--- config.mk ---
export PLATFORM = sky130hd
export DESIGN_NAME = chri_ctrl
export DESIGN_NICKNAME = d
export VERILOG_FILES = /design/src/hdl/chri_pkg.sv /design/src/hdl/chri_sync.sv /design/src/hdl/chri_ctrl.sv
export SDC_FILE = /design/constraint.sdc
export NUM_CORES = 1
export LEC_CHECK = 0
export BUFFER_PORTS_ARGS = -buffer_cell sky130_fd_sc_hd__clkbuf_2
export CAP_MARGIN = 20
export CORE_ASPECT_RATIO = 0.5
export CORE_MARGIN = 2
export CORE_UTILIZATION = 25
export CTS_BUF_LIST = sky130_fd_sc_hd__clkbuf_8
export CTS_CLUSTER_DIAMETER = 60
export DETAILED_ROUTE_END_ITERATION = 6
export HOLD_SLACK_MARGIN = 0.03
export SLEW_MARGIN = 20
export SYNTH_ARGS = -nofsm -noshare
export SYNTH_HDL_FRONTEND = slang
export SYNTH_HIERARCHICAL = 1
export SYNTH_SLANG_ARGS = --single-unit
--- constraint.sdc ---
create_clock -name clk_sys -period 4.5 [get_ports clk_sys]
set_input_delay 0.225 -clock clk_sys [delete_from_list [all_inputs] [get_ports clk_sys]]
set_output_delay 0.225 -clock clk_sys [all_outputs]
set_load 0.03 [all_outputs]
--- src/hdl/chri_pkg.sv ---
// Package of constants for the processor control-input block
`default_nettype none
package chri_pkg;
    localparam logic [7:0] CHRI_NMI_VECTOR = 8'h02;
    localparam logic [1:0] CHRI_IRQ_LEAD = 2'h2;
    localparam logic [1:0] CHRI_ACK_CYCLES = 2'h2;
    localparam logic [2:0] CHRI_NMI_LOW_MIN = 3'h4;
    typedef enum logic [2:0] {
        CHRI_IDLE,
        CHRI_BUS,
        CHRI_FLOAT,
        CHRI_HELD,
        CHRI_INTA
    } chri_state_type;
endpackage
`default_nettype wire

--- src/hdl/chri_sync.sv ---
// Two-stage synchroniser for one asynchronous input
`default_nettype none
module chri_sync
(
    // Clock, reset, enable
    input wire logic clk_sys,
    input wire logic rst_n,
    input wire logic clk_en,
    // Level
    input wire logic async_in,
    output logic sync_out
);
    logic stage1;
    logic next_stage1;
    logic next_sync_out;

    always_comb
    begin
        next_stage1 = clk_en ? async_in : stage1;
        next_sync_out = clk_en ? stage1 : sync_out;
        if (!rst_n)
        begin
            next_stage1 = 1'b0;
            next_sync_out = 1'b0;
        end
    end

    always_ff @(posedge clk_sys)
    begin
        stage1 <= next_stage1;
        sync_out <= next_sync_out;
    end
endmodule
`default_nettype wire

--- src/hdl/chri_ctrl.sv ---
// Bus-cycle extension, hold handshake and interrupt input control
`default_nettype none
module chri_ctrl
    import chri_pkg::*;
(
    // Clock, reset, enable
    input wire logic clk_sys,
    input wire logic rst_n,
    input wire logic clk_en,
    // Core side
    input wire logic cycle_req,
    input wire logic instr_end,
    input wire logic int_enable,
    output logic cycle_done,
    output logic irq_taken,
    output logic [7:0] irq_vector,
    // Local bus pins
    input wire logic ready_n,
    input wire logic hold_req,
    output logic bus_grant_ack,
    output logic bus_drive_oe,
    output logic inta_cycle,
    input wire logic [7:0] vector_in,
    // Interrupt pins
    input wire logic maskable_irq_req,
    input wire logic nmi_req
);
    // Synchronised pins
    logic hold_sync;
    logic irq_sync;
    logic nmi_sync;

    // Non-maskable edge qualifier
    logic nmi_prev;
    logic [2:0] nmi_low_cnt;
    logic nmi_pend;
    logic nmi_clear;
    logic next_nmi_prev;
    logic [2:0] next_nmi_low_cnt;
    logic next_nmi_pend;

    // Maskable level age
    logic [1:0] irq_age;
    logic [1:0] next_irq_age;

    // Control state
    chri_state_type state;
    chri_state_type next_state;
    logic [1:0] ack_cnt;
    logic [1:0] next_ack_cnt;
    logic next_cycle_done;
    logic next_irq_taken;
    logic [7:0] next_irq_vector;
    logic next_bus_grant_ack;
    logic next_bus_drive_oe;
    logic next_inta_cycle;

    // The hold and both interrupt pins pass two flip-flops first; ready_n does not
    chri_sync u_hold_sync (
        .clk_sys(clk_sys),
        .rst_n(rst_n),
        .clk_en(clk_en),
        .async_in(hold_req),
        .sync_out(hold_sync)
    );

    chri_sync u_irq_sync (
        .clk_sys(clk_sys),
        .rst_n(rst_n),
        .clk_en(clk_en),
        .async_in(maskable_irq_req),
        .sync_out(irq_sync)
    );

    chri_sync u_nmi_sync (
        .clk_sys(clk_sys),
        .rst_n(rst_n),
        .clk_en(clk_en),
        .async_in(nmi_req),
        .sync_out(nmi_sync)
    );

    // Edge qualifier for the non-maskable input
    always_comb
    begin
        next_nmi_prev = nmi_sync;
        next_nmi_low_cnt = nmi_low_cnt;
        next_nmi_pend = nmi_pend;
        if (!nmi_sync)
        begin
            if (nmi_low_cnt != CHRI_NMI_LOW_MIN)
            begin
                next_nmi_low_cnt = nmi_low_cnt + 3'h1;
            end
        end
        else
        begin
            next_nmi_low_cnt = 3'h0;
        end
        if (nmi_clear)
        begin
            next_nmi_pend = 1'b0;
        end
        // A fresh edge wins over the clear of the one just taken
        if (nmi_sync && !nmi_prev && nmi_low_cnt == CHRI_NMI_LOW_MIN)
        begin
            next_nmi_pend = 1'b1;
        end
        // Frozen while the clock enable is low
        if (!clk_en)
        begin
            next_nmi_prev = nmi_prev;
            next_nmi_low_cnt = nmi_low_cnt;
            next_nmi_pend = nmi_pend;
        end
        if (!rst_n)
        begin
            next_nmi_prev = 1'b0;
            next_nmi_low_cnt = 3'h0;
            next_nmi_pend = 1'b0;
        end
    end

    always_ff @(posedge clk_sys)
    begin
        nmi_prev <= next_nmi_prev;
        nmi_low_cnt <= next_nmi_low_cnt;
        nmi_pend <= next_nmi_pend;
    end

    // Age of the synchronised maskable level
    always_comb
    begin
        next_irq_age = irq_age;
        if (irq_sync)
        begin
            if (irq_age != CHRI_IRQ_LEAD)
            begin
                next_irq_age = irq_age + 2'h1;
            end
        end
        else
        begin
            next_irq_age = 2'h0;
        end
        // Frozen while the clock enable is low
        if (!clk_en)
        begin
            next_irq_age = irq_age;
        end
        if (!rst_n)
        begin
            next_irq_age = 2'h0;
        end
    end

    always_ff @(posedge clk_sys)
    begin
        irq_age <= next_irq_age;
    end

    // Bus ownership, cycle control and interrupt entry
    always_comb
    begin
        next_state = state;
        next_ack_cnt = ack_cnt;
        next_cycle_done = 1'b0;
        next_irq_taken = 1'b0;
        next_irq_vector = irq_vector;
        next_bus_grant_ack = bus_grant_ack;
        next_bus_drive_oe = bus_drive_oe;
        next_inta_cycle = 1'b0;
        nmi_clear = 1'b0;

        unique case (state)
            // Hold first; a cycle in progress is never cut
            CHRI_IDLE:
            begin
                if (hold_sync)
                begin
                    next_bus_drive_oe = 1'b0;
                    next_state = CHRI_FLOAT;
                end
                else if (instr_end && nmi_pend)
                begin
                    nmi_clear = 1'b1;
                    next_irq_taken = 1'b1;
                    next_irq_vector = CHRI_NMI_VECTOR;
                end
                else if (instr_end && int_enable
                         && irq_age == CHRI_IRQ_LEAD)
                begin
                    next_ack_cnt = 2'h0;
                    next_inta_cycle = 1'b1;
                    next_state = CHRI_INTA;
                end
                else if (cycle_req)
                begin
                    next_state = CHRI_BUS;
                end
            end
            // Stretched until the ready input goes low
            CHRI_BUS:
            begin
                if (!ready_n)
                begin
                    next_cycle_done = 1'b1;
                    next_state = CHRI_IDLE;
                end
            end
            CHRI_FLOAT:
            begin
                next_bus_grant_ack = 1'b1;
                next_state = CHRI_HELD;
            end
            CHRI_HELD:
            begin
                if (!hold_sync)
                begin
                    next_bus_grant_ack = 1'b0;
                    next_bus_drive_oe = 1'b1;
                    next_state = CHRI_IDLE;
                end
            end
            // Vector comes with the end of the second acknowledge
            CHRI_INTA:
            begin
                next_inta_cycle = 1'b1;
                if (!ready_n)
                begin
                    next_ack_cnt = ack_cnt + 2'h1;
                    next_inta_cycle = 1'b0;
                    if (ack_cnt + 2'h1 == CHRI_ACK_CYCLES)
                    begin
                        next_irq_vector = vector_in;
                        next_irq_taken = 1'b1;
                        next_state = CHRI_IDLE;
                    end
                end
            end
        endcase

        // Frozen while the clock enable is low
        if (!clk_en)
        begin
            next_state = state;
            next_ack_cnt = ack_cnt;
            next_cycle_done = cycle_done;
            next_irq_taken = irq_taken;
            next_irq_vector = irq_vector;
            next_bus_grant_ack = bus_grant_ack;
            next_bus_drive_oe = bus_drive_oe;
            next_inta_cycle = inta_cycle;
        end
        // Synchronous reset
        if (!rst_n)
        begin
            next_state = CHRI_IDLE;
            next_ack_cnt = 2'h0;
            next_cycle_done = 1'b0;
            next_irq_taken = 1'b0;
            next_irq_vector = 8'h00;
            next_bus_grant_ack = 1'b0;
            next_bus_drive_oe = 1'b1;
            next_inta_cycle = 1'b0;
        end
    end

    // Every output of the block is a flip-flop
    always_ff @(posedge clk_sys)
    begin
        state <= next_state;
        ack_cnt <= next_ack_cnt;
        cycle_done <= next_cycle_done;
        irq_taken <= next_irq_taken;
        irq_vector <= next_irq_vector;
        bus_grant_ack <= next_bus_grant_ack;
        bus_drive_oe <= next_bus_drive_oe;
        inta_cycle <= next_inta_cycle;
    end
endmodule
`default_nettype wire

==> results of run 1 <==
## final timing paths
| kind | end | slack (ps) | cells past startpoint |
|---|---|---|---|
| max reg2reg | irq_vector[1] | 2330 | 4 |
| min | irq_vector[7] | 180 | 3 |
| min reg2reg | ack_cnt[0] | 480 | 2 |
| max | irq_vector[1] | 2330 | 4 |
## state kept, by name, indices dropped and copies added, names as in the netlist
name,count
irq_vector,8
nmi_low_cnt,3
state,3
ack_cnt,2
irq_age,2
bus_drive_oe,1
bus_grant_ack,1
cycle_done,1
inta_cycle,1
irq_taken,1
nmi_pend,1
nmi_prev,1
u_hold_sync/stage1,1
u_hold_sync/sync_out,1
u_irq_sync/stage1,1
u_irq_sync/sync_out,1
u_nmi_sync/stage1,1
u_nmi_sync/sync_out,1
## layer usage
| layer | GRT usage | wire length (microns) |
|---|---|---|
| met1 | 0.1318 | 1792 |
| met2 | 0.1749 | 1599 |
| met3 | 0.03148 | 196 |
| met4 | 0.05612 | 75 |
| met5 | 0 | 0 |
## kinds of logic after synthesis
family | count (synthesis) | synth area share
AO/OA/AOI/OAI | 59 | 0.2591
AND/OR/NAND/NOR | 63 | 0.2302
flip-flops | 31 | 0.3781
multiplexers | 8 | 0.04878
buffers and inverters | 19 | 0.05335
adder cells (fa/ha/maj) | 4 | 0.03049
## area by class of cell
| type | count | area share |
|---|---|---|
| multi-input cells | 134 | 0.4857 |
| flip-flops and latches | 31 | 0.3229 |
| repair buffers | 30 | 0.07813 |
| well taps | 88 | 0.05729 |
| clock buffers | 5 | 0.03581 |
| inverters | 7 | 0.01367 |
| clock inverters | 3 | 0.006510 |
## placed cells by master (no fill, tap or decap), types with 3 or more instances in the layout
cell                         n
sky130_fd_sc_hd__a21boi_1    3
sky130_fd_sc_hd__a21oi_1     8
sky130_fd_sc_hd__nor3_1      3
sky130_fd_sc_hd__inv_1       9
sky130_fd_sc_hd__clkbuf_2   30
sky130_fd_sc_hd__nand3b_1    4
sky130_fd_sc_hd__clkbuf_8    5
sky130_fd_sc_hd__o21ai_0    13
sky130_fd_sc_hd__nor2_1      7
sky130_fd_sc_hd__nand3_1     4
sky130_fd_sc_hd__mux2i_1     8
sky130_fd_sc_hd__nand2b_1    5
sky130_fd_sc_hd__nor2b_1    12
sky130_fd_sc_hd__o2111ai_1   8
sky130_fd_sc_hd__ha_1        4
sky130_fd_sc_hd__and2_1      3
sky130_fd_sc_hd__dfxtp_1    31
sky130_fd_sc_hd__o21a_1      4
sky130_fd_sc_hd__nand2_1    13
sky130_fd_sc_hd__and3b_1     3
sky130_fd_sc_hd__a21boi_0    9
## power by group through the flow
stage / combinational [W] / clock, W / sequential [W]
2_1_floorplan: 0.0000427 / 0 / 0.000291
6_report: 0.0000581 / 0.000206 / 0.000289
3_3_place_gp: 0.0000558 / 0 / 0.000294
3_5_place_dp: 0.0000573 / 0 / 0.000295
4_1_cts: 0.0000576 / 0.000214 / 0.000289
5_1_grt: 0.0000644 / 0.000225 / 0.000289
## metrics by stage
step	power, W	instances	hold slack [ps]	util	setup slack [ps]
after floorplan	0.0003334	184	353.2	-	2878
final	0.0005532	298	184.2	0.3097	2327
after global placement	0.0003500	290	445.1	0.2966	2424
after global routing	0.0005792	298	202.5	0.3097	2149
after detailed placement	0.0003521	290	468.1	0.2966	2356
after CTS	0.0005606	298	183.9	0.3097	2350
## tightest hold or removal path: cells and delay by family
kind / cells / cell delay (ps)
buf+inv: 1 / 80
compound gates: 2 / 120
==> metrics.txt, run 1 <==
# TYPE chip_impl_metric gauge
chip_impl_info{name="rsz0062_at_grt",value="no"} 1
chip_impl_metric{name="drc",unit=""} 0
chip_impl_metric{name="gp_congestion",unit=""} 0.8107
chip_impl_info{name="crit_slowest_cell",value="sky130_fd_sc_hd__dfxtp_1"} 1
chip_impl_metric{name="drt.antenna.violating_nets",unit=""} 0
chip_impl_metric{name="share_of_post_route_cells_with_drive_strength_above_1",unit=""} 0.2000
chip_impl_metric{name="combPwrFrac",unit=""} 0.105
chip_impl_metric{name="finalNetCount",unit=""} 231
chip_impl_info{name="synth.largest_area_cell",value="sky130_fd_sc_hd__dfxtp_1"} 1
chip_impl_metric{name="routedWlPerCell",unit="microns"} 12.29
chip_impl_metric{name="count_of_instances_resized_after_the_clock_tree_is_built",unit=""} 0
chip_impl_metric{name="route.detailed.vias_per_inst",unit=""} 4.775
chip_impl_info{name="synth-main-ff-cell",value="sky130_fd_sc_hd__dfxtp_1"} 1
chip_impl_info{name="status",value="finished clean"} 1
chip_impl_metric{name="crit_buf_inv",unit=""} 0
chip_impl_metric{name="grt_antenna_before_repair",unit=""} 0
chip_impl_metric{name="switching_share",unit=""} 0.2597
chip_impl_metric{name="placeableCoreArea",unit="sq um"} 6206
chip_impl_info{name="crit_chain",value="nor3b_4 > a22oi_2 > or4b_1 > o211a_1"} 1
chip_impl_metric{name="multi_input_comb_area",unit="sq um"} 933.4
chip_impl_metric{name="drv.max_cap_violation_count",unit=""} 0
chip_impl_metric{name="number_of_global_route_vias_before_repair",unit=""} 1299
chip_impl_metric{name="tritoncts.num_buffers",unit=""} 5
chip_impl_metric{name="grt.overflow.total",unit=""} 0
chip_impl_metric{name="syn_area_per_cell",unit="sq um"} 8.922
chip_impl_info{name="cts_tree",value="built"} 1
chip_impl_metric{name="number_of_flops_mapped_to_enable_cells_by_yosys",unit=""} 0
chip_impl_info{name="path_class",value="register to register"} 1
chip_impl_info{name="hold_path.startpoint",value="vector_in[7]"} 1
chip_impl_metric{name="setup-violations-final",unit=""} 0
chip_impl_metric{name="synth_top_cell_area_share",unit=""} 0.3780
chip_impl_metric{name="number_of_setup_buffers_added_after_cts",unit=""} 0
chip_impl_metric{name="cts-htree-levels",unit=""} 2
chip_impl_info{name="crit_start",value="state[2]"} 1
chip_impl_metric{name="postSynthNetCount",unit=""} 206
chip_impl_metric{name="maxSlewHeadroom",unit=""} 0.6029
chip_impl_metric{name="place_hpwl",unit="microns"} 2620
chip_impl_metric{name="synth-seq-cells",unit=""} 31
chip_impl_metric{name="register_area",unit="sq um"} 620.6
chip_impl_info{name="min-delay-path-class",value="primary input to register"} 1
chip_impl_metric{name="power_per_cell_area",unit="nW/um^2"} 287.8
chip_impl_metric{name="initial_drc_count",unit=""} 65
chip_impl_metric{name="synthArstFlopShare",unit=""} 0
chip_impl_metric{name="dieHeight",unit="microns"} 61.30
chip_impl_metric{name="finalHoldViolCount",unit=""} 0
chip_impl_metric{name="tritoncts_num_sinks",unit=""} 31
chip_impl_metric{name="power_leakage",unit="nW"} 0.7216
chip_impl_metric{name="dieArea",unit="sq um"} 7270
chip_impl_metric{name="number_of_placement_rows",unit=""} 20
chip_impl_metric{name="timing.critical_path.required",unit="ps"} 4690
chip_impl_metric{name="yosysSeqAreaShare",unit=""} 0.3780
chip_impl_metric{name="cp.arrival",unit="ps"} 2360
chip_impl_metric{name="detailedRoute.firstPassIterationCount",unit=""} 4
chip_impl_metric{name="die_w",unit="microns"} 118.6
chip_impl_metric{name="track_usage",unit=""} 0.1067
chip_impl_info{name="worst_path_dominant_cell_family",value="simple AND/OR/NAND/NOR gates"} 1
chip_impl_metric{name="final_period_minus_worst_setup_slack",unit="ps"} 2173
chip_impl_metric{name="finalSetupTns",unit="ps"} 0
chip_impl_metric{name="grt_pass1_wl",unit="microns"} 6044
chip_impl_metric{name="net_sw_power",unit="W"} 0.0001437
chip_impl_metric{name="post_synth_num_cell_types",unit=""} 42
chip_impl_metric{name="syn2layout_area_growth",unit="%"} 17.07
chip_impl_info{name="clockRootBuffer",value="sky130_fd_sc_hd__clkbuf_8"} 1
chip_impl_metric{name="worst_setup_hold_path_clk_slew",unit="ps"} 60
chip_impl_metric{name="clkPwrFrac",unit=""} 0.373
chip_impl_metric{name="overall_via_count_from_detail_route",unit=""} 1423
chip_impl_info{name="worstSetupStartpointType",value="register"} 1
chip_impl_metric{name="ctsLongestPathBuffers",unit=""} 2
chip_impl_metric{name="syn_inst",unit=""} 184
chip_impl_metric{name="floorplan.initialDensity",unit=""} 0.2645
chip_impl_metric{name="clk-insertion-delay-late",unit="ps"} 290
chip_impl_metric{name="yosysWarningCount",unit=""} 6
chip_impl_metric{name="nFillCells",unit=""} 667
chip_impl_metric{name="cts_hold_buf",unit=""} 0
chip_impl_metric{name="critical_path.max_fanout",unit=""} 14
chip_impl_metric{name="achievable-frequency",unit="GHz"} 0.4601
chip_impl_metric{name="cell_area_after_layout",unit="sq um"} 1922
chip_impl_metric{name="layout_worst_path_cycle_share",unit=""} 0.4829
chip_impl_metric{name="worst-slew-pin-transition",unit="ps"} 590.5
chip_impl_metric{name="number_of_inserted_diodes",unit=""} 0
chip_impl_metric{name="i_o_pin_cnt",unit=""} 31
chip_impl_metric{name="finalMaxSlewViolations",unit=""} 0
chip_impl_metric{name="synthesis.area",unit="sq um"} 1642
chip_impl_metric{name="ir_drop",unit="mV"} 0.08271
chip_impl_metric{name="skew",unit="ps"} 5.710
chip_impl_info{name="r2r_start",value="state[2]"} 1
chip_impl_metric{name="buffer_ports.inserted",unit=""} 30
chip_impl_metric{name="drt-total-wl",unit="microns"} 3663
chip_impl_metric{name="seq_power_share",unit=""} 0.522
chip_impl_metric{name="critPathMaxStageDelay",unit="ps"} 590
chip_impl_metric{name="post_dp_cell_area",unit="sq um"} 1841
chip_impl_info{name="leading_cell_type_by_number_of_instances_after_synthesis",value="sky130_fd_sc_hd__dfxtp_1"} 1
chip_impl_metric{name="p_int",unit="W"} 0.0004095
chip_impl_metric{name="grt_max_degree",unit=""} 36
chip_impl_info{name="synth.area.top_cells",value="sky130_fd_sc_hd__dfxtp_1, sky130_fd_sc_hd__mux2i_1, sky130_fd_sc_hd__nor2b_1, sky130_fd_sc_hd__o2111ai_1, sky130_fd_sc_hd__a21boi_0"} 1
chip_impl_info{name="yosys-top-cells-count",value="sky130_fd_sc_hd__dfxtp_1, sky130_fd_sc_hd__nand2_1, sky130_fd_sc_hd__o21ai_0"} 1
chip_impl_info{name="timing.critical_path.to_type",value="register"} 1
Power figures use the tool's default switching activity.
==> inputs of run 2 (changes only) <==
==> constraint.sdc (replaced) <==
create_clock -name clk_sys -period 2.1 [get_ports clk_sys]
set_input_delay 0.105 -clock clk_sys [delete_from_list [all_inputs] [get_ports clk_sys]]
set_output_delay 0.105 -clock clk_sys [all_outputs]
set_load 0.03 [all_outputs]
==> metrics.txt, run 2 (synthesis results as in run 1) <==
# TYPE chip_impl_metric gauge
chip_impl_info{name="largestRegisters",value="irq_vector x8, nmi_low_cnt x3, state x3"} 1
chip_impl_metric{name="number_of_placement_rows",unit=""} 20
chip_impl_metric{name="layout.core_utilization",unit=""} 0.3145
chip_impl_metric{name="worst_setup_hold_path_clk_slew",unit="ps"} 70
chip_impl_info{name="clockRootBuffer",value="sky130_fd_sc_hd__clkbuf_8"} 1
chip_impl_metric{name="grt_pass1_wl",unit="microns"} 6210
chip_impl_metric{name="finalNetCount",unit=""} 235
chip_impl_metric{name="multi_input_comb_area",unit="sq um"} 933.4
chip_impl_metric{name="placeableCoreArea",unit="sq um"} 6206
chip_impl_metric{name="count_of_instances_resized_after_the_clock_tree_is_built",unit=""} 0
chip_impl_metric{name="dieHeight",unit="microns"} 61.30
chip_impl_metric{name="worst-slew-pin-transition",unit="ps"} 623.3
chip_impl_metric{name="power_leakage",unit="nW"} 0.7427
chip_impl_metric{name="detailedRoute.firstPassIterationCount",unit=""} 4
chip_impl_metric{name="skew",unit="ps"} 8.424
chip_impl_metric{name="power_per_cell_area",unit="nW/um^2"} 605.8
chip_impl_info{name="layout.cells.most_common_list",value="sky130_fd_sc_hd__dfxtp_1, sky130_fd_sc_hd__clkbuf_2, sky130_fd_sc_hd__o21ai_0, sky130_fd_sc_hd__nand2_1, sky130_fd_sc_hd__nor2b_1"} 1
chip_impl_metric{name="grt_antenna_before_repair",unit=""} 0
chip_impl_metric{name="track_usage",unit=""} 0.1077
chip_impl_metric{name="syn2layout_area_growth",unit="%"} 18.90
chip_impl_metric{name="ir_drop",unit="mV"} 0.2057
chip_impl_metric{name="numPlacedInstances",unit=""} 294
chip_impl_metric{name="layout_worst_path_cycle_share",unit=""} 0.8901
chip_impl_metric{name="maxSlewHeadroom",unit=""} 0.5809
chip_impl_metric{name="drv.max_cap_violation_count",unit=""} 0
chip_impl_info{name="timing.critical_path.to_type",value="register"} 1
chip_impl_metric{name="finalMaxSlewViolations",unit=""} 0
chip_impl_metric{name="drt.antenna.violating_nets",unit=""} 0
chip_impl_metric{name="achievable-frequency",unit="GHz"} 0.5350
chip_impl_metric{name="finalNonFillerCells",unit=""} 302
chip_impl_metric{name="initial_drc_count",unit=""} 37
chip_impl_info{name="rsz0062_at_grt",value="no"} 1
chip_impl_metric{name="tritoncts.num_buffers",unit=""} 5
chip_impl_metric{name="cts_hold_buf",unit=""} 0
chip_impl_metric{name="finalHoldViolCount",unit=""} 0
chip_impl_metric{name="place_hpwl",unit="microns"} 2756
chip_impl_info{name="registers.top_by_ff_count",value="irq_vector"} 1
chip_impl_metric{name="clk-insertion-delay-late",unit="ps"} 280
chip_impl_metric{name="routedWlPerCell",unit="microns"} 12.68
chip_impl_metric{name="buffer_ports.inserted",unit=""} 30
chip_impl_metric{name="number_of_global_route_vias_before_repair",unit=""} 1419
chip_impl_metric{name="drc",unit=""} 0
chip_impl_info{name="mostFrequentLayoutCell",value="sky130_fd_sc_hd__dfxtp_1"} 1
chip_impl_metric{name="grt_max_degree",unit=""} 36
chip_impl_metric{name="largest_reg_flops",unit=""} 8
chip_impl_metric{name="drt-total-wl",unit="microns"} 3829
chip_impl_metric{name="cp.arrival",unit="ps"} 2040
chip_impl_info{name="min-delay-path-class",value="primary input to register"} 1
chip_impl_metric{name="overall_via_count_from_detail_route",unit=""} 1455
chip_impl_metric{name="hold_depth",unit=""} 3
chip_impl_info{name="status",value="finished clean"} 1
chip_impl_metric{name="share_of_post_route_cells_with_drive_strength_above_1",unit=""} 0.2150
chip_impl_metric{name="timing.critical_path.required",unit="ps"} 2270
chip_impl_metric{name="cell_area_after_layout",unit="sq um"} 1952
chip_impl_metric{name="ctsLongestPathBuffers",unit=""} 2
chip_impl_metric{name="number_of_setup_buffers_added_after_cts",unit=""} 0
chip_impl_metric{name="gp_congestion",unit=""} 0.7830
chip_impl_metric{name="ff2ff_path_depth",unit=""} 5
chip_impl_metric{name="dieArea",unit="sq um"} 7270
chip_impl_metric{name="route.detailed.vias_per_inst",unit=""} 4.818
chip_impl_metric{name="tritoncts_num_sinks",unit=""} 31
chip_impl_metric{name="i_o_pin_cnt",unit=""} 31
chip_impl_metric{name="final_period_minus_worst_setup_slack",unit="ps"} 1869
chip_impl_metric{name="setup-violations-final",unit=""} 0
chip_impl_metric{name="number_of_inserted_diodes",unit=""} 0
chip_impl_info{name="worstSetupStartpointType",value="register"} 1
chip_impl_metric{name="finalSetupTns",unit="ps"} 0
chip_impl_metric{name="grt.overflow.total",unit=""} 0
chip_impl_info{name="cts_tree",value="built"} 1
chip_impl_metric{name="post_dp_cell_area",unit="sq um"} 1871
chip_impl_metric{name="die_w",unit="microns"} 118.6
chip_impl_info{name="path_class",value="register to register"} 1
chip_impl_metric{name="critical_path.max_fanout",unit=""} 14
chip_impl_metric{name="cts-htree-levels",unit=""} 2
chip_impl_metric{name="register_area",unit="sq um"} 620.6
chip_impl_metric{name="nFillCells",unit=""} 685
chip_impl_metric{name="floorplan.initialDensity",unit=""} 0.2645
==> run 2: cell type report <==
| type | instances | share of cell area |
|---|---|---|
| tap | 88 | 0.05641 |
| clock inverter | 3 | 0.006410 |
| inverter | 7 | 0.01346 |
| multi-input combinational | 134 | 0.4782 |
| clock buffer | 5 | 0.03526 |
| sequential | 31 | 0.3179 |
| timing repair buffer | 34 | 0.09231 |
==> run 2: power breakdown <==
group	internal, W	switching (W)
clock network	0.000222	0.000215
registers	0.000602	0.0000160
logic	0.0000556	0.0000717
==> run 2: final timing paths <==
check                                  start            end  slack (ps)
worst max-delay path                state[2]  irq_vector[1]         230
worst min-delay path            vector_in[7]  irq_vector[7]          80
worst max register to register      state[2]  irq_vector[1]         230
worst min register to register    ack_cnt[1]     ack_cnt[1]         470
==> run 2: metrics by stage <==
stage	worst slack (ps)	hold slack, ps	power [W]
6_report	230.8	77.95	0.001182
5_1_grt	127.8	82.94	0.001239
4_1_cts	236.3	73.81	0.001190
3_5_place_dp	253.3	371.3	0.0007572
3_3_place_gp	303.6	362.3	0.0007518
2_1_floorplan	478.3	233.2	0.0007145
==> run 2: critical path, stage by stage, from the launching register on <==
cell and delay (ps):
sky130_fd_sc_hd__dfxtp_1 450, sky130_fd_sc_hd__nor3b_4 230, sky130_fd_sc_hd__buf_4 190, sky130_fd_sc_hd__a21bo_2 270
sky130_fd_sc_hd__or4b_1 470, sky130_fd_sc_hd__o211a_1 140
==> run 2: routing by layer <==
| layer | global-route usage | share of wire | up-vias |
|---|---|---|---|
| met2 | 0.1823 | 0.45 | 19 |
| met5 | 0 | 0 | - |
| met3 | 0.03333 | 0.040 | 6 |
| met1 | 0.1251 | 0.49 | 702 |
| met4 | 0.06633 | 0.017 | 0 |
| li1 | - | - | 728 |
